<file path="config.mk">
export PLATFORM = sky130hd
export DESIGN_NAME = amsq_sequencer
export DESIGN_NICKNAME = d
export VERILOG_FILES = /design/src/include/amsq_pkg.sv /design/src/include/amsq_link_if.sv /design/src/hdl/amsq_pin_front.sv /design/src/hdl/amsq_sequencer.sv
export SDC_FILE = /design/constraint.sdc
export NUM_CORES = 1
export LEC_CHECK = 0
export BUFFER_PORTS_ARGS = -buffer_cell sky130_fd_sc_hd__buf_4
export CAP_MARGIN = 20
export CORE_MARGIN = 1
export CORE_UTILIZATION = 50
export CTS_CLUSTER_DIAMETER = 30
export DETAILED_ROUTE_END_ITERATION = 6
export PLACE_DENSITY = 0.68
export SETUP_SLACK_MARGIN = 0.5
export SLEW_MARGIN = 20
export SYNTH_ARGS = -nofsm -noshare
export SYNTH_HDL_FRONTEND = slang
export SYNTH_SLANG_ARGS = --single-unit
</file>
<file path="constraint.sdc">
create_clock -name sys_clk -period 3.45 [get_ports sys_clk]
set_input_delay 0.1725 -clock sys_clk [delete_from_list [all_inputs] [get_ports sys_clk]]
set_output_delay 0.1725 -clock sys_clk [all_outputs]
set_load 0.005 [all_outputs]
</file>
<file path="src/include/amsq_pkg.sv">
// Constants and types of the converter mode sequencer.
// Assumes a 40 MHz core clock equal to the converter clock period.
package amsq_pkg;
   // ****************************************
   // Timing
   // ****************************************
   localparam int  CLK_HZ          = 40_000_000;
   localparam real POR_TIME_MS     = 2.2;
   localparam int  POR_CYCLES      = int'($ceil(POR_TIME_MS * CLK_HZ / 1000.0));
   localparam int  CMD_DELAY_TCLK  = 2;
   localparam int  DATA_READY_OUT_PULSE_TCLK = 24;
   localparam int  CONV_TCLK       = 1024;
   // ****************************************
   // Register map and fields
   // ****************************************
   localparam logic [4:0] REG_STATUS  = 5'h01;
   localparam logic [4:0] REG_GAIN    = 5'h03;
   localparam logic [4:0] REG_RATE    = 5'h04;
   localparam logic [4:0] REG_REFCTL  = 5'h05;
   localparam logic [4:0] REG_CLKSEL  = 5'h06;
   localparam int         STATUS_POR_BIT  = 7;
   localparam int         STATUS_NRDY_BIT = 6;
   localparam int         AMP_EN_LSB      = 6;
   localparam int         RATE_MODE_BIT   = 5;
   localparam int         REF_PWR_LSB     = 0;
   localparam int         CLK_EXT_BIT     = 0;
   localparam logic [1:0] FIELD_OFF       = 2'h0;
   localparam logic [1:0] REF_KEEP_ON     = 2'h2;
   localparam logic [7:0] GAIN_RST   = 8'h00;
   localparam logic [7:0] RATE_RST   = 8'h00;
   localparam logic [7:0] REFCTL_RST = 8'h00;
   localparam logic [7:0] OTHER_RST  = 8'h00;
   // ****************************************
   // Command codes (upper seven bits where the last bit is free)
   // ****************************************
   localparam logic [6:0] CMD7_WAKE  = 7'h01;
   localparam logic [6:0] CMD7_SLEEP = 7'h02;
   localparam logic [6:0] CMD7_RESET = 7'h03;
   localparam logic [6:0] CMD7_START = 7'h04;
   localparam logic [6:0] CMD7_STOP  = 7'h05;
   localparam logic [6:0] CMD7_RDATA = 7'h09;
   localparam logic [7:0] CMD_SYSTEM_OFFSET_CAL_COMMAND = 8'h16;
   localparam logic [7:0] CMD_SYSTEM_GAIN_CAL_COMMAND = 8'h17;
   localparam logic [7:0] CMD_SELF_OFFSET_CAL_COMMAND = 8'h19;
   localparam logic [2:0] PFX_REGISTER_READ_COMMAND   = 3'h1;
   localparam logic [2:0] PFX_REGISTER_WRITE_COMMAND   = 3'h2;
   // ****************************************
   // Pins and types
   // ****************************************
   localparam int         PIN_COUNT = 5;
   localparam int         PIN_CS    = 0;
   localparam int         PIN_SCLK  = 1;
   localparam int         PIN_DIN   = 2;
   localparam int         PIN_START = 3;
   localparam int         PIN_RST   = 4;
   localparam logic [4:0] PIN_IDLE  = 5'h11;
   typedef enum logic [2:0] {
      MD_STANDBY = 3'b001, MD_CONVERT = 3'b010, MD_SLEEP_COMMAND = 3'b100
   } amsq_mode_t;
   typedef enum logic [2:0] {
      PH_CMD = 3'b001, PH_ARG = 3'b010, PH_DATA = 3'b100
   } amsq_phase_t;
   function automatic logic [7:0] amsq_default(input logic [4:0] a);
      amsq_default = (a == REG_GAIN) ? GAIN_RST : (a == REG_RATE) ? RATE_RST :
                     (a == REG_REFCTL) ? REFCTL_RST : OTHER_RST;
   endfunction
endpackage

</file>
<file path="src/include/amsq_link_if.sv">
// Filtered pin events and received serial bytes, front end to core.
// Assumes both ends run on sys_clk.
`timescale 1ns/1ps
interface amsq_link_if;
   logic       cs_active;
   logic       sclk_rise;
   logic       sclk_fall;
   logic       start_rise;
   logic       start_fall;
   logic       reset_pin_low;
   logic       strobe7;
   logic       strobe8;
   logic [7:0] rx_byte;
   modport front (output cs_active, sclk_rise, sclk_fall, start_rise, start_fall,
                  reset_pin_low, strobe7, strobe8, rx_byte);
   modport core  (input  cs_active, sclk_rise, sclk_fall, start_rise, start_fall,
                  reset_pin_low, strobe7, strobe8, rx_byte);
endinterface

</file>
<file path="src/hdl/amsq_pin_front.sv">
// Pin synchronisers and serial byte assembly of the mode sequencer.
// Assumes asynchronous pins; sys_clk much faster than the serial clock.
`timescale 1ns/1ps
module amsq_pin_front
   import amsq_pkg::*;
(
   input  wire logic   sys_clk,
   input  wire logic   rst,
   input  wire logic   cs_n_pin,
   input  wire logic   sclk_pin,
   input  wire logic   din_pin,
   input  wire logic   start_sync_pin,
   input  wire logic   reset_n_pin,
   amsq_link_if.front  lk
);
   logic [PIN_COUNT-1:0] raw_pins;
   logic [PIN_COUNT-1:0] sync1;
   logic [PIN_COUNT-1:0] sync2;
   logic [PIN_COUNT-1:0] sync3;
   logic [PIN_COUNT-1:0] level;
   logic [PIN_COUNT-1:0] level_q;
   logic [PIN_COUNT-1:0] next_level;
   logic [2:0]           bit_cnt;
   logic [7:0]           shift;
   logic                 strobe7;
   logic                 strobe8;
   wire                  cs_on = ~level[PIN_CS];
   wire                  fall_sclk = cs_on & level_q[PIN_SCLK] & ~level[PIN_SCLK];

   assign raw_pins = {reset_n_pin, start_sync_pin, din_pin, sclk_pin, cs_n_pin};

   // ****************************************
   // Three-stage sync, level moves once stages two and three agree
   // ****************************************
   genvar g;
   generate
      for (g = 0; g < PIN_COUNT; g++)
      begin : g_pin
         assign next_level[g] = (sync2[g] == sync3[g]) ? sync3[g] : level[g];
      end
   endgenerate

   always_ff @(posedge sys_clk)
   begin
      if (rst)
      begin
         sync1   <= PIN_IDLE;
         sync2   <= PIN_IDLE;
         sync3   <= PIN_IDLE;
         level   <= PIN_IDLE;
         level_q <= PIN_IDLE;
      end
      else
      begin
         sync1   <= raw_pins;
         sync2   <= sync1;
         sync3   <= sync2;
         level   <= next_level;
         level_q <= level;
      end
   end

   // ****************************************
   // Byte assembly, bits taken on falling serial clock
   // ****************************************
   always_ff @(posedge sys_clk)
   begin
      if (rst || !cs_on)
      begin
         bit_cnt <= 3'h0;
         strobe7 <= 1'b0;
         strobe8 <= 1'b0;
         shift   <= 8'h00;
      end
      else
      begin
         strobe7 <= fall_sclk && (bit_cnt == 3'h6);
         strobe8 <= fall_sclk && (bit_cnt == 3'h7);
         if (fall_sclk)
         begin
            shift   <= {shift[6:0], level[PIN_DIN]};
            bit_cnt <= bit_cnt + 3'h1;
         end
      end
   end

   assign lk.cs_active     = cs_on;
   assign lk.sclk_fall     = fall_sclk;
   assign lk.sclk_rise     = cs_on & ~level_q[PIN_SCLK] & level[PIN_SCLK];
   assign lk.start_rise    = level[PIN_START] & ~level_q[PIN_START];
   assign lk.start_fall    = ~level[PIN_START] & level_q[PIN_START];
   assign lk.reset_pin_low = ~level[PIN_RST];
   assign lk.strobe7       = strobe7;
   assign lk.strobe8       = strobe8;
   assign lk.rx_byte       = shift;
endmodule // amsq_pin_front

</file>
<file path="src/hdl/amsq_sequencer.sv">
// Operating-mode sequencer of a delta-sigma converter with its serial port.
// Assumes a host acting as mode-1 serial master; pins are asynchronous.
`timescale 1ns/1ps
module amsq_sequencer
   import amsq_pkg::*;
#(
   parameter int INIT_CYCLES = POR_CYCLES,
   parameter int CONV_CYCLES = CONV_TCLK
)
(
   input  wire logic        sys_clk,
   input  wire logic        rst,
   input  wire logic        cs_n_pin,
   input  wire logic        sclk_pin,
   input  wire logic        din_pin,
   input  wire logic        start_sync_pin,
   input  wire logic        reset_n_pin,
   input  wire logic [15:0] conv_result,
   output logic             dout,
   output logic             dout_oe,
   output logic             data_ready_out_n,
   output logic             filter_reset,
   output logic             core_clk_en,
   output logic             amp_power_on,
   output logic             ref_power_on,
   output logic             excitation_on,
   output logic             ext_clock_sel
);
   localparam int            CW          = $clog2(CONV_CYCLES);
   localparam int            IW          = $clog2(INIT_CYCLES + 1);
   localparam logic [CW-1:0] CONV_LAST   = CW'(CONV_CYCLES - 1);
   localparam logic [CW-1:0] DATA_READY_OUT_RISE   = CW'(CONV_CYCLES - DATA_READY_OUT_PULSE_TCLK);
   localparam logic [IW-1:0] INIT_LAST   = IW'(INIT_CYCLES - 1);

   amsq_link_if lk ();

   amsq_pin_front u_front (
      .sys_clk        (sys_clk),
      .rst            (rst),
      .cs_n_pin       (cs_n_pin),
      .sclk_pin       (sclk_pin),
      .din_pin        (din_pin),
      .start_sync_pin (start_sync_pin),
      .reset_n_pin    (reset_n_pin),
      .lk             (lk)
   );

   amsq_mode_t    mode;
   amsq_phase_t   phase;
   logic [7:0]    regs [32];
   logic [CW-1:0] conv_cnt;
   logic [IW-1:0] init_cnt;
   logic          not_ready;
   logic          por_flag;
   logic          stop_pend;
   logic          act_start;
   logic          act_stop;
   logic          act_sleep;
   logic          act_wake;
   logic [4:0]    addr;
   logic [4:0]    left;
   logic          wr_seq;
   logic [15:0]   tx;
   logic [4:0]    tx_bits;
   logic          shifting;
   logic [15:0]   result;

   // ****************************************
   // Command decode
   // ****************************************
   wire [7:0] rx         = lk.rx_byte;
   wire       is_pd      = (mode == MD_SLEEP_COMMAND);
   wire       is_conv    = (mode == MD_CONVERT);
   wire       single_mode = regs[REG_RATE][RATE_MODE_BIT];
   wire       cmd7_hit   = lk.strobe7 && (phase == PH_CMD);
   wire       cmd8_hit   = lk.strobe8 && (phase == PH_CMD);
   wire       dec_wake   = cmd7_hit && (rx[6:0] == CMD7_WAKE);
   wire       dec_sleep  = cmd7_hit && (rx[6:0] == CMD7_SLEEP) && !is_pd;
   wire       dec_reset  = cmd7_hit && (rx[6:0] == CMD7_RESET) && !is_pd;
   wire       dec_start  = cmd7_hit && (rx[6:0] == CMD7_START) && !is_pd;
   wire       dec_stop   = cmd7_hit && (rx[6:0] == CMD7_STOP) && !is_pd;
   wire       cal_code   = (rx == CMD_SYSTEM_OFFSET_CAL_COMMAND) || (rx == CMD_SYSTEM_GAIN_CAL_COMMAND) || (rx == CMD_SELF_OFFSET_CAL_COMMAND);
   wire       dec_cal    = cmd8_hit && cal_code && is_conv;
   wire       dec_rdata  = cmd8_hit && (rx[7:1] == CMD7_RDATA);
   wire       dec_register_read_command   = cmd8_hit && (rx[7:5] == PFX_REGISTER_READ_COMMAND);
   wire       dec_register_write_command   = cmd8_hit && (rx[7:5] == PFX_REGISTER_WRITE_COMMAND);
   wire       pin_start  = lk.start_rise && !is_pd;
   wire       pin_stop   = lk.start_fall && is_conv && !single_mode;
   wire       soft_reset = rst || lk.reset_pin_low || dec_reset;
   wire       reg_we     = lk.strobe8 && (phase == PH_DATA) && wr_seq && !is_pd;
   wire       status_we  = reg_we && (addr == REG_STATUS);
   wire       conv_end   = is_conv && (conv_cnt == CONV_LAST) && !act_start && !act_sleep;
   wire       data_ready_out_fall  = conv_end;
   wire [4:0] rd_addr    = (phase == PH_ARG) ? addr : addr + 5'h01;
   wire [7:0] status_byte = {por_flag, not_ready, 6'h00};
   wire [7:0] rd_byte    = (rd_addr == REG_STATUS) ? status_byte : regs[rd_addr];
   wire       load_byte  = lk.strobe8 && !wr_seq &&
                           ((phase == PH_ARG) || ((phase == PH_DATA) && (left != 5'h00)));
   wire [1:0] amp_field  = regs[REG_GAIN][AMP_EN_LSB +: 2];
   wire [1:0] ref_field  = regs[REG_REFCTL][REF_PWR_LSB +: 2];

   // ****************************************
   // Two-clock action delay
   // ****************************************
   always_ff @(posedge sys_clk)
   begin
      if (soft_reset)
      begin
         act_start <= 1'b0;
         act_stop  <= 1'b0;
         act_sleep <= 1'b0;
         act_wake  <= 1'b0;
      end
      else
      begin
         act_start <= dec_start || pin_start || dec_cal;
         act_stop  <= dec_stop || pin_stop;
         act_sleep <= dec_sleep;
         act_wake  <= dec_wake;
      end
   end

   // ****************************************
   // Operating mode
   // ****************************************
   always_ff @(posedge sys_clk)
   begin
      if (soft_reset)
      begin
         mode      <= MD_STANDBY;
         conv_cnt  <= '0;
         stop_pend <= 1'b0;
      end
      else
      begin
         unique case (mode)
            MD_STANDBY:
            begin
               conv_cnt  <= '0;
               stop_pend <= 1'b0;
               if (act_start)
                  mode <= MD_CONVERT;
               else if (act_sleep)
                  mode <= MD_SLEEP_COMMAND;
            end
            MD_CONVERT:
            begin
               if (act_sleep)
                  mode <= MD_SLEEP_COMMAND;
               else if (act_start)
               begin
                  conv_cnt  <= '0;
                  stop_pend <= 1'b0;
               end
               else if (conv_end)
               begin
                  conv_cnt <= '0;
                  if (single_mode || stop_pend || act_stop)
                     mode <= MD_STANDBY;
               end
               else
               begin
                  conv_cnt <= conv_cnt + CW'(1);
                  if (act_stop)
                     stop_pend <= 1'b1;
               end
            end
            MD_SLEEP_COMMAND:
            begin
               conv_cnt <= '0;
               if (act_wake)
                  mode <= MD_STANDBY;
            end
         endcase
      end
   end

   // ****************************************
   // Data ready and result capture
   // ****************************************
   always_ff @(posedge sys_clk)
   begin
      if (soft_reset)
      begin
         data_ready_out_n <= 1'b1;
         result           <= 16'h0000;
      end
      else if (data_ready_out_fall)
      begin
         data_ready_out_n <= 1'b0;
         result           <= conv_result;
      end
      else if (lk.sclk_rise || lk.start_rise ||
               (is_conv && (conv_cnt == DATA_READY_OUT_RISE)))
         data_ready_out_n <= 1'b1;
   end

   // ****************************************
   // Power-on configuration and status
   // ****************************************
   always_ff @(posedge sys_clk)
   begin
      if (rst)
      begin
         init_cnt  <= '0;
         not_ready <= 1'b1;
         por_flag  <= 1'b0;
      end
      else if (not_ready)
      begin
         if (init_cnt == INIT_LAST)
         begin
            not_ready <= 1'b0;
            por_flag  <= 1'b1;
         end
         else
            init_cnt <= init_cnt + IW'(1);
      end
      else if (status_we && !rx[STATUS_POR_BIT])
         por_flag <= 1'b0;
   end

   // ****************************************
   // Register file, kept through power-down
   // ****************************************
   always_ff @(posedge sys_clk)
   begin
      if (soft_reset)
      begin
         for (int i = 0; i < 32; i++)
            regs[i] <= amsq_default(5'(i));
      end
      else if (reg_we)
         regs[addr] <= rx;
   end

   // ****************************************
   // Serial transaction phase
   // ****************************************
   always_ff @(posedge sys_clk)
   begin
      if (soft_reset || !lk.cs_active)
      begin
         phase  <= PH_CMD;
         addr   <= 5'h00;
         left   <= 5'h00;
         wr_seq <= 1'b0;
      end
      else if (lk.strobe8)
      begin
         unique case (phase)
            PH_CMD:
            begin
               if (dec_register_read_command || dec_register_write_command)
                  phase <= PH_ARG;
               addr   <= rx[4:0];
               wr_seq <= dec_register_write_command;
            end
            PH_ARG:
            begin
               phase <= PH_DATA;
               left  <= rx[4:0];
            end
            PH_DATA:
            begin
               addr <= addr + 5'h01;
               left <= left - 5'h01;
               if (left == 5'h00)
                  phase <= PH_CMD;
            end
         endcase
      end
   end

   // ****************************************
   // Shared output: data bits on rising edge, else ready
   // ****************************************
   always_ff @(posedge sys_clk)
   begin
      if (soft_reset || !lk.cs_active)
      begin
         tx       <= 16'h0000;
         tx_bits  <= 5'h00;
         shifting <= 1'b0;
         dout     <= 1'b1;
         dout_oe  <= 1'b0;
      end
      else
      begin
         dout_oe <= 1'b1;
         if (dec_rdata)
         begin
            tx      <= result;
            tx_bits <= 5'h10;
         end
         else if (load_byte)
         begin
            tx      <= {rd_byte, 8'h00};
            tx_bits <= 5'h08;
         end
         else if (lk.sclk_rise && (tx_bits != 5'h00))
         begin
            tx      <= {tx[14:0], 1'b0};
            tx_bits <= tx_bits - 5'h01;
         end
         if (lk.sclk_rise && (tx_bits != 5'h00))
         begin
            dout     <= tx[15];
            shifting <= 1'b1;
         end
         else if (lk.sclk_fall && (tx_bits == 5'h00))
            shifting <= 1'b0;
         else if (!shifting)
            dout <= data_ready_out_n;
      end
   end

   // ****************************************
   // Power and clock controls
   // ****************************************
   always_ff @(posedge sys_clk)
   begin
      if (rst)
      begin
         filter_reset  <= 1'b1;
         core_clk_en   <= 1'b0;
         amp_power_on  <= 1'b0;
         ref_power_on  <= 1'b0;
         excitation_on <= 1'b0;
         ext_clock_sel <= 1'b0;
      end
      else
      begin
         filter_reset  <= !is_conv;
         core_clk_en   <= is_conv;
         amp_power_on  <= !is_pd && (amp_field != FIELD_OFF);
         ref_power_on  <= (ref_field != FIELD_OFF) && (!is_pd || ref_field == REF_KEEP_ON);
         excitation_on <= !is_pd && (ref_field != FIELD_OFF);
         ext_clock_sel <= regs[REG_CLKSEL][CLK_EXT_BIT];
      end
   end
endmodule // amsq_sequencer

</file>
* Yosys cells after proc, flatten, opt, wreduce, memory -nomap -nowiden *
Memory sizes are Yosys's and may differ from the RTL's. A register that Yosys moved wholly into a read port is not among the register bits.
Cells that the tools add are included.

operators by class
  add/sub/neg operators = 6
  $mul = 0
  divide/modulo/power cells = 0
  order comparisons = 0
  equality and inequality tests = 43
  shift-type cells = 0
  mux-type cells = 51
  bitwise operators = 13
  reduce and logical (&&, ||, !) cells = 88

operators by type and width
  kind                                           number
  two-way mux 16 bit                             3
  logical AND 1 bit                              38
  two-way mux 10 bit                             3
  two-way mux 3 bit                              9
  two-way mux 5 bit                              5
  == test 8 x 5 -> 1 bit, second input constant  3
  two-way mux 1 bit                              23
  == test 10 bit, second input constant          2
  case mux 10 bit (2 select lines)               1
  case mux 5 bit (2 select lines)                2
  case mux 3 bit (3 select lines)                2
  nonzero test 2 bit                             9
  adder 17 x 1 -> 17 bit, second input constant  1
  == test 17 bit, second input constant          1
  logical OR 1 bit                               16
  two-way mux 8 bit                              2
  == test 7 x 2 -> 1 bit, second input constant  2
  == test 7 x 3 -> 1 bit, second input constant  2
  == test 3 bit, second input constant           4
  inequality test 3 bit, second input constant   4
  AND reduction 2 bit                            6
  adder 10 x 1 -> 10 bit, second input constant  1
  == test 5 x 1 -> 1 bit, second input constant  2
  zero test 5 bit                                2
  other kinds (24)                               58

storage, ports and cells
  register bits after elaboration = 134
  latch bits = 0
  bits in writable memories = 256
  ROM bits = 0
  bits of input ports = 23
  output and inout port bits = 9
  word-level logic and storage cells = 243
  memories = 1

memory list
  name  words  bits a word  read ports  clocked after Yosys merged registers in  wr ports  line                  source
  regs  32     8            5           1                                        32        amsq_sequencer.sv:50  logic [7:0] regs [32];

* Longest topological paths before layout *
Gate-level depths: netlist (run 1).

  word-level depth = 9
  mapped depth = 14
  mapped depth without buffers = 9

* Modules after synthesis *
A second synthesis (run 1) with hierarchy kept.

unflattened totals
  cell total of the unflattened synthesis = 1761
  area, all modules = 19003.2 µm²

by module, submodules not included
  module          instances  cells an instance  area an instance (µm²)  sequential area each (µm²)
  amsq_sequencer  1          1641               17768.3                 9589.2
  amsq_pin_front  1          120                1234.9                  700.7

* Least setup slack after synthesis (run 1) *
No wires, ideal clock.

  kind = reg2reg
  start point = register addr[0]
  end point = register tx[14]
  library setup time = 120 ps
  arrival = 3227 ps
  required time = 3330 ps
  setup slack = 103 ps
  cell stages (with the launch flop) = 14
  buffers on the path = 5
  period minus slack after synthesis = 3347 ps
  cells stage by stage = dfxtp_1 > buf_2 > inv_2 > buf_1 > ha_1 > buf_2 > clkbuf_1 > buf_1 > mux4_2 > a21boi_0 > o32ai_1 > mux2_2 > a32oi_1 > a21oi_1

on the way
  longest elaborated chain between the ends = 6
  elaborated cells on any way between the ends = 7
  those cells by class = add/sub: 1; eq/ne: 1; mux: 4; memory: 1

ends and longest elaborated chain
  item                                                           line                   source
  from (decl)                                                    amsq_sequencer.sv:60   logic [4:0] addr;
  from (signal assigned)                                         amsq_sequencer.sv:256  addr <= rx[4:0];
  from (signal assigned)                                         amsq_sequencer.sv:266  addr <= addr + 5'h01;
  adder 5 x 1 -> 5 bit                                           amsq_sequencer.sv:94   wire [4:0] rd_addr = (phase == PH_ARG) ? addr : addr + 5'h01;
  two-way mux 5 bit (*)                                          amsq_sequencer.sv:94
  memory (32 x 8 bit) or == test 5 x 1 -> 1 bit (tied branches)  -
  two-way mux 8 bit (*)                                          amsq_sequencer.sv:96   wire [7:0] rd_byte = (rd_addr == REG_STATUS) ? status_byte : regs[rd_addr];
  two-way mux 16 bit (*)                                         amsq_sequencer.sv:296  else if (load_byte)
  two-way mux 16 bit (*)                                         amsq_sequencer.sv:291  if (dec_rdata)
  to (signal assigned)                                           amsq_sequencer.sv:293  tx <= result;
  to (signal assigned)                                           amsq_sequencer.sv:298  tx <= {rd_byte, 8'h00};
  to (signal assigned)                                           amsq_sequencer.sv:303  tx <= {tx[14:0], 1'b0};
  to (decl)                                                      amsq_sequencer.sv:63   logic [15:0] tx;

Every way passes the cells marked *; elsewhere a longest branch is shown, timed or not.
A chain may end at the register's enable or synchronous reset.

* Worst setup path in the final report (run 1) *
  start point = register addr[1]
  end point = register tx[14]

The elaborated chain is that of the path after synthesis.

==> out/results.txt, run 1 <==
status: completed
slowest CP cell: nor3_1
drt first pass iters: 6
vias in the first global route: 14200
Yosys top cell area share: 40.14%
relative slew slack: 43.26%
ranking of synthesized cells by area: edfxtp_1 (40%), dfxtp_1 (14%), and2_1 (7.4%)
Fill cells: 3063
WL final: 54170 microns
clock sinks: 387
Cell Area, Synth: 19000 sq um
Max VDD drop: 0.5906 mV
count of final hold-check violations: 0
final worst setup slack: 427.6 ps
critical path class: reg -> reg
die height: 196.9 microns
H-Tree Depth: 3
hold slack: 123.5 ps
HP Class: in -> reg
worst path cell trace: buf_4 -> nand3_1 -> nor3_1 -> nor2_2 -> mux2i_1 -> mux2_2 -> a32oi_1 -> a21oi_1
unrepaired setup endpoints after global routing: true
root buffer cell: clkbuf_16
vias per inst: 5.984
area grow syn2layout: 21.76%
Starting DRT DRC Count: 1375
Cell Pwr Density: 571.8 nW/um^2
num rows: 71
total CTS buffers: 80
Peak Freq: 330.9 MHz
cell leakage power: 8.565 nW
Starting Density: 50.68%
Synth Flop Type: edfxtp_1
Post-synth EDFFs: 254
Overall Global Routing Usage: 28.51%
gr ovfl total: 0
Slowest Stage Delay on Critical Path: 680 ps
most common cell in the synthesized netlist: edfxtp_1
I/O pins: 32
clk buf depth: 3
Buffers on Ports: 31
Max Transition Viols Final: 0
Worst-Skew Late Latency: 600 ps
Max-Cap Viols: 0
layout cell share with drive strength beyond 1: 17.37%
library cells used by synthesis: 82
crit-path max FO: 21
Die W: 196.9 microns
worst hold path startpoint: rst
largest net degree at the start of global routing: 44
length in cells of the worst reg-to-reg path: 8
DRC: 0
post-DP HPWL: 35840 microns
reg2reg start: addr[1]$_SDFFE_PN0P_
initial antenna violation count: 1
Final min period: 3022 ps
Final ANT Viol Nets: 0
FF-to-FF setup slack: 430 ps
FF+latch count, synth: 387
ant diodes: 0
startpoint types: register
sequential cell area fraction in the yosys report: 54.16%
critical path data required time: 3920 ps
via count: 14770
Synth Instances: 1796
final setup violation count: 0
Async S/R FF share, synth: 0%
CP Capture Type: register
cell taking the most area after synthesis: edfxtp_1
Hold Path Cell Cnt: 3
Syn Area/Cell: 10.58 sq um
GP Congestion: 0.9961
CTS tree: yes
Nets: 1927
clock slew at reported path FFs: 50 ps
clk_skew: 24.50 ps
CP arrival: 3490 ps
top cells by count, synth: edfxtp_1 (254), and2_1 (224), nand2_1 (167), dfxtp_1 (133), mux2i_1 (123)
Tcrit/Tclk final: 87.61%
Core Area: 37490 sq um
FF-to-FF End: tx[14]$_SDFFE_PN0P_
wire per inst: 21.95 microns
Post-Syn Nets: 1832
pre-CTS setup slack: -29.93 ps
die area: 38790 sq um
hold-critical path endpoint: u_front.level_q[3]$_SDFF_PP0_
setup TNS: 0 ps
wire length of the first global-routing pass: 83750 microns
yosys synthesis warning count: 0
worst slew pin tran: 849.3 ps
==> cell families after synthesis <==
logic type,Yosys count,share of synthesized area (%)
and+or+nand+nor,757,21.03
AOI/OAI and AO/OA,309,10.36
xor gates and xnor gates,27,1.284
adders and majority gates,13,0.8561
buffers and inverters,153,3.352
DFF,387,54.16
muxes,150,8.969
==> worst max path at each step <==
stage                                     end                 start  slack (ps)
finish                    tx[14]$_SDFFE_PN0P_  addr[1]$_SDFFE_PN0P_         430
global route              tx[14]$_SDFFE_PN0P_  addr[1]$_SDFFE_PN0P_         460
CTS                 regs[12][6]$_SDFFCE_PN0P_  mode[2]$_SDFFE_PP0P_         510
detailed placement        tx[12]$_SDFFE_PN0P_  addr[3]$_SDFFE_PN0P_         -30
global placement          tx[12]$_SDFFE_PN0P_  addr[3]$_SDFFE_PN0P_         -70
floorplan                 tx[14]$_SDFFE_PN0P_  addr[0]$_SDFFE_PN0P_         510
==> registers in the layout (all words and copies together), names as in the netlist, 8 cells and up <==
signal              flops
tx                     16
regs                  254
u_front.lk.rx_byte      8
init_cnt               17
result                 16
conv_cnt               10
==> repair_timing <==
| action | CTS | global route |
|---|---|---|
| hold buffers | 21 | 0 |
| gates resized for setup | 13 | 11 |
| setup buffers | 1 | 0 |
| hold endpoints to repair | 21 | 0 |
| pin swaps | 1 | 0 |
| endpoints found under the setup margin | 215 | 95 |
==> final cells by class <==
| cell class | count | area (sq um) | area share, % |
|---|---|---|---|
| flip-flops and latches | 387 | 10300 | 44.51 |
| multi-input cells | 1256 | 8172 | 35.32 |
| clock buffers | 89 | 2110 | 9.118 |
| repair buffers | 145 | 1202 | 5.197 |
| well taps | 511 | 639.4 | 2.764 |
| clock inverters | 59 | 635.6 | 2.747 |
| inverters | 21 | 78.83 | 0.3407 |
==> where the power goes <==
group	switching, mW	leakage [nW]	internal, mW
clock	2.64	1.33	5.14
combinational	0.172	3.55	0.142
sequential	0.0758	3.69	5.06
==> layer usage <==
metal  track usage, %  vias up  routed length, microns
li1                 -     6740                       -
met1            39.20     7218                   23450
met2            44.44      693                   24840
met3            5.270      118                    4132
met4            11.71        0                    1757
met5                0        -                       0
==> stage by stage <==
| stage | instance area [sq um] | utilization (%) | std cells | total power, mW |
|---|---|---|---|---|
| 6_report | 23140 | 61.71 | 2468 | 13.23 |
| 5_1_grt | 23140 | 61.71 | 2468 | 13.56 |
| 4_1_cts | 23100 | 61.62 | 2468 | 13.28 |
| 3_5_place_dp | 20090 | 53.59 | 2298 | 5.512 |
| 3_3_place_gp | 20060 | 53.51 | 2297 | 5.503 |
| 2_1_floorplan | 19010 | - | 1796 | 5.364 |
==> worst max-delay path: cells and delay by family, from the launching register on <==
kind                   cells  cell delay (ps)
buffers and inverters      1              350
AND/OR/NAND/NOR            3             1210
AO/OA/AOI/OAI              2              460
flip-flops                 1              350
multiplexers               2              530
==> cell usage in the layout, fill, tap and decap left out, types with 21 or more instances in the layout <==
cell type,Yosys,final
a21oi_1,70,70
and2_1,224,224
buf_4,4,119
clkbuf_16,0,83
dfxtp_1,133,126
dlygate4sd3_1,0,21
edfxtp_1,254,254
mux2i_1,123,123
nand2_1,167,162
nand3_1,33,33
nor2_1,120,117
nor2b_1,25,25
nor3_1,72,72
o21ai_0,75,74
o22ai_1,53,52
Power figures use the tool's default switching activity.
==> run 2, diff against run 1 <==
--- a/config.mk
+++ b/config.mk
@@ -5,6 +5,8 @@
 export SDC_FILE = /design/constraint.sdc
 export NUM_CORES = 1
 export LEC_CHECK = 0
+export ABC_AREA = 1
+export ABC_CLOCK_PERIOD_IN_PS = 3450
 export BUFFER_PORTS_ARGS = -buffer_cell sky130_fd_sc_hd__buf_4
 export CAP_MARGIN = 20
 export CORE_MARGIN = 1
@@ -12,7 +14,7 @@
 export CTS_CLUSTER_DIAMETER = 30
 export DETAILED_ROUTE_END_ITERATION = 6
 export PLACE_DENSITY = 0.68
-export SETUP_SLACK_MARGIN = 0.5
+export SETUP_SLACK_MARGIN = 0.1
 export SLEW_MARGIN = 20
 export SYNTH_ARGS = -nofsm -noshare
 export SYNTH_HDL_FRONTEND = slang
==> run 2 against run 1 <==
Against the previous run: clock power fell by 1%; final area fell by 6.6%; combinational power fell by 3%; wire length fell by 13%; critical path depth rose by 5; die area fell by 5.1%; clock skew rose by 2.3 ps; synthesized cell count rose by 16%; flip-flop and latch count rose by 2; first-iteration DRC count fell by 5.0%; worst setup slack improved by 180 ps.
==> out/results.txt, run 2 <==
final setup violation count: 0
initial antenna violation count: 0
number of setup buffers added after CTS: 0
worst hold path startpoint: cs_n_pin
DRC: 0
Cell Pwr Density: 608.3 nW/um^2
WL final: 46960 microns
cell leakage power: 8.520 nW
length in cells of the worst reg-to-reg path: 13
num rows: 69
status: completed
Worst-Skew Late Latency: 590 ps
Max-Cap Viols: 0
gr ovfl total: 0
placed instance area: 18650 sq um
startpoint types: register
Synth Flop Type: edfxtp_1
Overall Global Routing Usage: 26.11%
yosys synthesis warning count: 0
critical path class: reg -> reg
global route hottest layer: met2
worst slew pin tran: 937.9 ps
cell taking the most area after synthesis: edfxtp_1
Cell Area, Synth: 18010 sq um
fin area: 21620 sq um
CP Capture Point: tx[14]$_SDFFE_PN0P_
Peak Freq: 351.5 MHz
largest net degree at the start of global routing: 78
M1 GR Usage: 34.63%
root buffer cell: clkbuf_16
Syn Area/Cell: 8.635 sq um
GRT met2 Usage: 42.45%
most frequent cells in the layout: nand2_1 (497), nor2_1 (378), edfxtp_1 (256)
die area: 36790 sq um
hold slack: 328.1 ps
Final min period: 2845 ps
GP Congestion: 0.9046
top cells by count, synth: nand2_1 (498), nor2_1 (378), edfxtp_1 (256), nand3_1 (211), inv_1 (160)
CP Capture Type: register
Async S/R FF share, synth: 0%
layout cell share with drive strength beyond 1: 12.37%
Starting DRT DRC Count: 1306
Nets: 2195
ranking of synthesized cells by area: edfxtp_1 (43%), dfxtp_1 (15%), nand2_1 (10%)
FF-to-FF End: tx[14]$_SDFFE_PN0P_
overall power: 13.15 mW
pre-CTS setup slack: 665.4 ps
Tcrit/Tclk final: 82.46%
CP arrival: 3370 ps
post-DP HPWL: 29430 microns
relative slew slack: 36.99%
most common cell in the synthesized netlist: nand2_1
via count: 14540
vias per inst: 5.415
Setup crit start: addr[0]$_SDFFE_PN0P_
clk buf depth: 3
clock slew at reported path FFs: 50 ps
ant diodes: 0
crit-path max FO: 77
Buffers on Ports: 31
grt met3 use: 4.623%
FF+latch count, synth: 389
Max VDD drop: 0.4280 mV
area grow syn2layout: 20.01%
unrepaired setup endpoints after global routing: false
library cells used by synthesis: 48
clock sinks: 389
die height: 191.8 microns
Yosys top cell area share: 42.68%
drt first pass iters: 5
Final ANT Viol Nets: 0
Starting Density: 50.77%
HP Class: in -> reg
vias in the first global route: 13920
Post-synth EDFFs: 256
Biggest register: regs
wire per inst: 17.49 microns
I/O pins: 32
biggest regs: regs: 256 flops, init_cnt: 17 flops
H-Tree Depth: 3
count of final hold-check violations: 0
setup TNS: 0 ps
max reg flops: 256
FF-to-FF setup slack: 610 ps
Max Transition Viols Final: 0
wire length of the first global-routing pass: 73640 microns
Synth Instances: 2086
reg2reg start: addr[0]$_SDFFE_PN0P_
Core Area: 35480 sq um
sequential cell area fraction in the yosys report: 57.46%
total CTS buffers: 79
Die W: 191.8 microns
Post-Syn Nets: 2122
commonest non-fill, non-tap cell in the layout: nand2_1
clk_skew: 26.81 ps
CTS tree: yes
final worst setup slack: 605.2 ps
critical path data required time: 3970 ps
==> run 2: cell count changes after synthesis, sizes merged, moves of 25 or more <==
cell,previous run,this run
and2,225,0
nor3,73,27
clkbuf,90,48
nor2,120,387
nand3,33,213
o22ai,53,1
nor2b,25,0
nand2,168,537
inv,21,175
mux2i,123,0
==> run 2: timing repair <==
item                      CTS  global route
hold endpoints to repair   32             0
hold buffers               25             0
resized for setup           0             0
==> run 2: per-stage QoR <==
step | instances | utilization [%]
3_5_place_dp | 2514 | 52.56
5_1_grt | 2685 | 60.93
6_report | 2685 | 60.93
4_1_cts | 2685 | 60.93
2_1_floorplan | 2086 | -
3_3_place_gp | 2514 | 52.56
==> run 2: layout make-up <==
cell class              count  area [sq um]
flip-flops and latches    389         10350
fillers                  2941         13860
multi-input cells        1421          6539
well taps                 461         576.8
repair buffers             86         745.7
clock inverters            50         575.6
clock buffers              96          2143
inverters                 182         688.2
==> run 2: kinds of logic (layout without fill, tap and decap cells) <==
group | after synthesis | in the layout | synth area share [%]
buf+inv | 276 | 414 | 6.418
flops | 389 | 389 | 57.46
fa+ha+maj | 13 | 13 | 0.9030
xor+xnor | 4 | 4 | 0.1945
compound gates | 191 | 191 | 5.758
simple gates | 1213 | 1213 | 29.27
==> run 2: worst max-delay path, cell delays in order (launching register included) <==
cell and delay, ps:
dfxtp_1 500, inv_1 170, nand4_1 200, nand2_4 520, buf_4 430, nand2_1 80, nand2_1 70, o21ai_1 240
nand2_1 100, nand3_1 140, nand2_1 70, nand3_1 70, nand2_1 50, a21oi_1 110
==> run 2: worst min path at each step <==
stage / endpoint / slack [ps] / cells after the start
2_1_floorplan: u_front.sync1[0]$_SDFF_PP1_ / 280 / 1
3_3_place_gp: u_front.sync1[0]$_SDFF_PP1_ / 360 / 2
3_5_place_dp: u_front.sync1[0]$_SDFF_PP1_ / 360 / 2
4_1_cts: u_front.sync1[0]$_SDFF_PP1_ / 310 / 3
5_1_grt: u_front.sync1[4]$_SDFF_PP1_ / 330 / 3
6_report: u_front.sync1[0]$_SDFF_PP1_ / 330 / 3
==> run 2: where the power goes <==
part | leakage [nW] | internal, mW | switching (mW)
logic | 3.53 | 0.109 | 0.197
clock network | 1.32 | 5.23 | 2.46
registers | 3.67 | 5.11 | 0.0508
==> run 2: metal layers <==
layer	routed length (microns)	vias up
met2	22150	578
met3	3668	108
met1	19620	6820
li1	-	7032
met5	0	-
met4	1526	0
==> run 3, diff against run 2 <==
--- a/config.mk
+++ b/config.mk
@@ -5,8 +5,8 @@
 export SDC_FILE = /design/constraint.sdc
 export NUM_CORES = 1
 export LEC_CHECK = 0
-export ABC_AREA = 1
-export ABC_CLOCK_PERIOD_IN_PS = 3450
+export ABC_AREA = 0
+export ABC_CLOCK_PERIOD_IN_PS = 2530
 export BUFFER_PORTS_ARGS = -buffer_cell sky130_fd_sc_hd__buf_4
 export CAP_MARGIN = 20
 export CORE_MARGIN = 1
==> constraint.sdc (replaced) <==
create_clock -name sys_clk -period 2.53 [get_ports sys_clk]
set_input_delay 0.1265 -clock sys_clk [delete_from_list [all_inputs] [get_ports sys_clk]]
set_output_delay 0.1265 -clock sys_clk [all_outputs]
set_load 0.005 [all_outputs]
==> run 3 against run 2 <==
Against the previous run: maximum frequency up 15%; core utilization up 6.5 points; power up 44%; count of clock-buffer cells in the layout up 9; worst hold slack worse by 260 ps; flip-flop and latch count down 2; largest cell class unchanged.
==> out/results.txt, run 3 (synthesis gave the netlist of run 1 again) <==
reg2reg start: addr[0]$_SDFFE_PN0P_
Seq. cell area: 10310 sq um
area occupied by multi-input gates: 8652 sq um
Buffers on Ports: 31
total CTS buffers: 86
worst hold path startpoint: rst
die height: 196.9 microns
hold-critical path endpoint: init_cnt[13]$_SDFFE_PP0P_
unrepaired setup endpoints after global routing: true
Final min period: 2482 ps
Final ANT Viol Nets: 0
hold slack: 68.65 ps
Biggest register: regs
ant diodes: 0
clock share of power: 60.3%
GP Congestion: 1.046
Buf/Inv on CP: 3
crit-path max FO: 5
Slowest Stage Delay on Critical Path: 530 ps
dpl cells: 2414
Starting Density: 50.68%
fin util: 67.40%
Nets: 2072
clock slew at reported path FFs: 50 ps
Cell Pwr Density: 747.3 nW/um^2
Flop pwr share: 37.1%
P_int: 14.89 mW
critical path data required time: 3000 ps
root buffer cell: clkbuf_16
Max-Cap Viols: 0
Switching Fraction: 21.17%
combinational share of power: 2.6%
CP arrival: 2950 ps
length in cells of the worst reg-to-reg path: 10
Max Transition Viols Final: 0
worst path cell trace: inv_4 -> ha_4 -> inv_4 -> o21ai_4 -> buf_12 -> mux2i_1 -> o21bai_4 -> nor3_2 -> or4_1 -> a21oi_1
P_sw: 3.997 mW
family with the most delay on the worst path: multiplexers
Peak Freq: 402.9 MHz
FF-to-FF setup slack: 50 ps
Core Area: 37490 sq um
initial antenna violation count: 0
Fill cells: 2776
final setup violation count: 0
status: completed
cell leakage power: 9.578 nW
CP Capture Type: register
I/O pins: 32
num rows: 71
pre-CTS setup slack: -39.79 ps
wire length of the first global-routing pass: 85980 microns
wire per inst: 21.57 microns
slowest CP cell: mux2i_1
Max VDD drop: 0.5202 mV
largest net degree at the start of global routing: 44
biggest regs: regs: 254 flops, init_cnt: 17 flops
Tcrit/Tclk final: 98.11%
via count: 15270
H-Tree Depth: 3
die area: 38790 sq um
DRC: 0
Die W: 196.9 microns
CTS tree: yes
startpoint types: register
setup TNS: 0 ps
drt first pass iters: 5
Worst-Skew Late Latency: 610 ps
area grow syn2layout: 32.98%
clock sinks: 387
layout cell share with drive strength beyond 1: 27.04%
vias per inst: 5.830
WL final: 56490 microns
Hold Path Cell Cnt: 3
clk_skew: 24.27 ps
Starting DRT DRC Count: 1474
most frequent cells in the layout: edfxtp_1 (254), and2_1 (225), buf_4 (220)
critical path class: reg -> reg
commonest non-fill, non-tap cell in the layout: edfxtp_1
count of final hold-check violations: 0
max reg flops: 254
Layout Cells excl Fill: 2619
worst slew pin tran: 813.2 ps
most used cell, CP: inv_4
HP Class: in -> reg
post-DP HPWL: 37890 microns
clk buf depth: 3
final worst setup slack: 47.73 ps
vias in the first global route: 15140
relative slew slack: 45.21%
FF-to-FF End: tx[9]$_SDFFE_PN0P_
gr ovfl total: 0
Overall Global Routing Usage: 29.33%
-- run 3: cell types whose count changed in the layout (fill, tap and decap cells not counted), sizes merged, moves of 25 or more --
cell / previous run / this run
and2: 0 / 225
buf: 61 / 261
inv: 182 / 32
mux2i: 0 / 123
nand2: 537 / 168
nand3: 213 / 33
nor2: 387 / 120
nor2b: 0 / 25
nor3: 27 / 73
o22ai: 1 / 53
-- run 3: layout make-up --
type,instances,area share (%)
timing repair buffer,284,10.18
clock buffer,105,9.126
multi-input combinational,1256,34.24
sequential,387,40.81
inverter,21,0.3417
tap,511,2.530
clock inverter,55,2.778
-- run 3: worst register-to-register path, stage by stage (launching register included) --
cell      delay [ps]
dfxtp_4          380
inv_4             50
ha_4             300
inv_4             50
o21ai_4          240
buf_12           180
mux2i_1          540
o21bai_4          80
nor3_2           290
or4_1            170
a21oi_1           60
-- run 3: worst max-delay path by stage --
stage | start | to | slack, ps | depth (start not counted)
global route | addr[1]$_SDFFE_PN0P_ | tx[12]$_SDFFE_PN0P_ | -10 | 12
finish | addr[0]$_SDFFE_PN0P_ | tx[9]$_SDFFE_PN0P_ | 50 | 10
detailed placement | phase[1]$_SDFFE_PN0P_ | tx[13]$_SDFFE_PN0P_ | -40 | 9
CTS | mode[2]$_SDFFE_PP0P_ | regs[20][5]$_SDFFCE_PN0P_ | 100 | 9
global placement | phase[1]$_SDFFE_PN0P_ | tx[9]$_SDFFE_PN0P_ | -40 | 10
floorplan | addr[1]$_SDFFE_PN0P_ | tx[14]$_SDFFE_PN0P_ | 20 | 13
-- run 3: repair_timing --
| item | CTS | global route |
|---|---|---|
| pin swaps | 15 | 26 |
| buffers inserted | 12 | 8 |
| endpoints found under the setup margin | 24 | 276 |
| gates cloned | 2 | 2 |
| resized for setup | 40 | 93 |
| hold buffers | 21 | 0 |
| hold endpoints to repair | 21 | 0 |
-- run 3: per-layer routing --
| metal | global-route usage (%) | vias to the layer above | wire (microns) |
|---|---|---|---|
| li1 | - | 7051 | - |
| met1 | 38.33 | 7468 | 23710 |
| met2 | 47.74 | 619 | 26760 |
| met3 | 6.160 | 130 | 4211 |
| met4 | 11.43 | 0 | 1805 |
| met5 | 0 | - | 0 |
-- run 3: power by group through the flow --
stage	clock network (mW)	registers (mW)	logic [mW]
after global routing	11.8	7.01	0.521
after detailed placement	0	7.11	0.442
final	11.4	7.01	0.484
after floorplan	0	7.07	0.257
after global placement	0	7.11	0.432
after CTS	11.5	7.00	0.474
-- run 3: per-stage QoR --
| stage | power [mW] | instance area (sq um) |
|---|---|---|
| after floorplan | 7.328 | 19230 |
| after global placement | 7.541 | 21230 |
| after detailed placement | 7.555 | 21230 |
| after CTS | 19.00 | 24780 |
| after global routing | 19.38 | 25270 |
| final | 18.88 | 25270 |
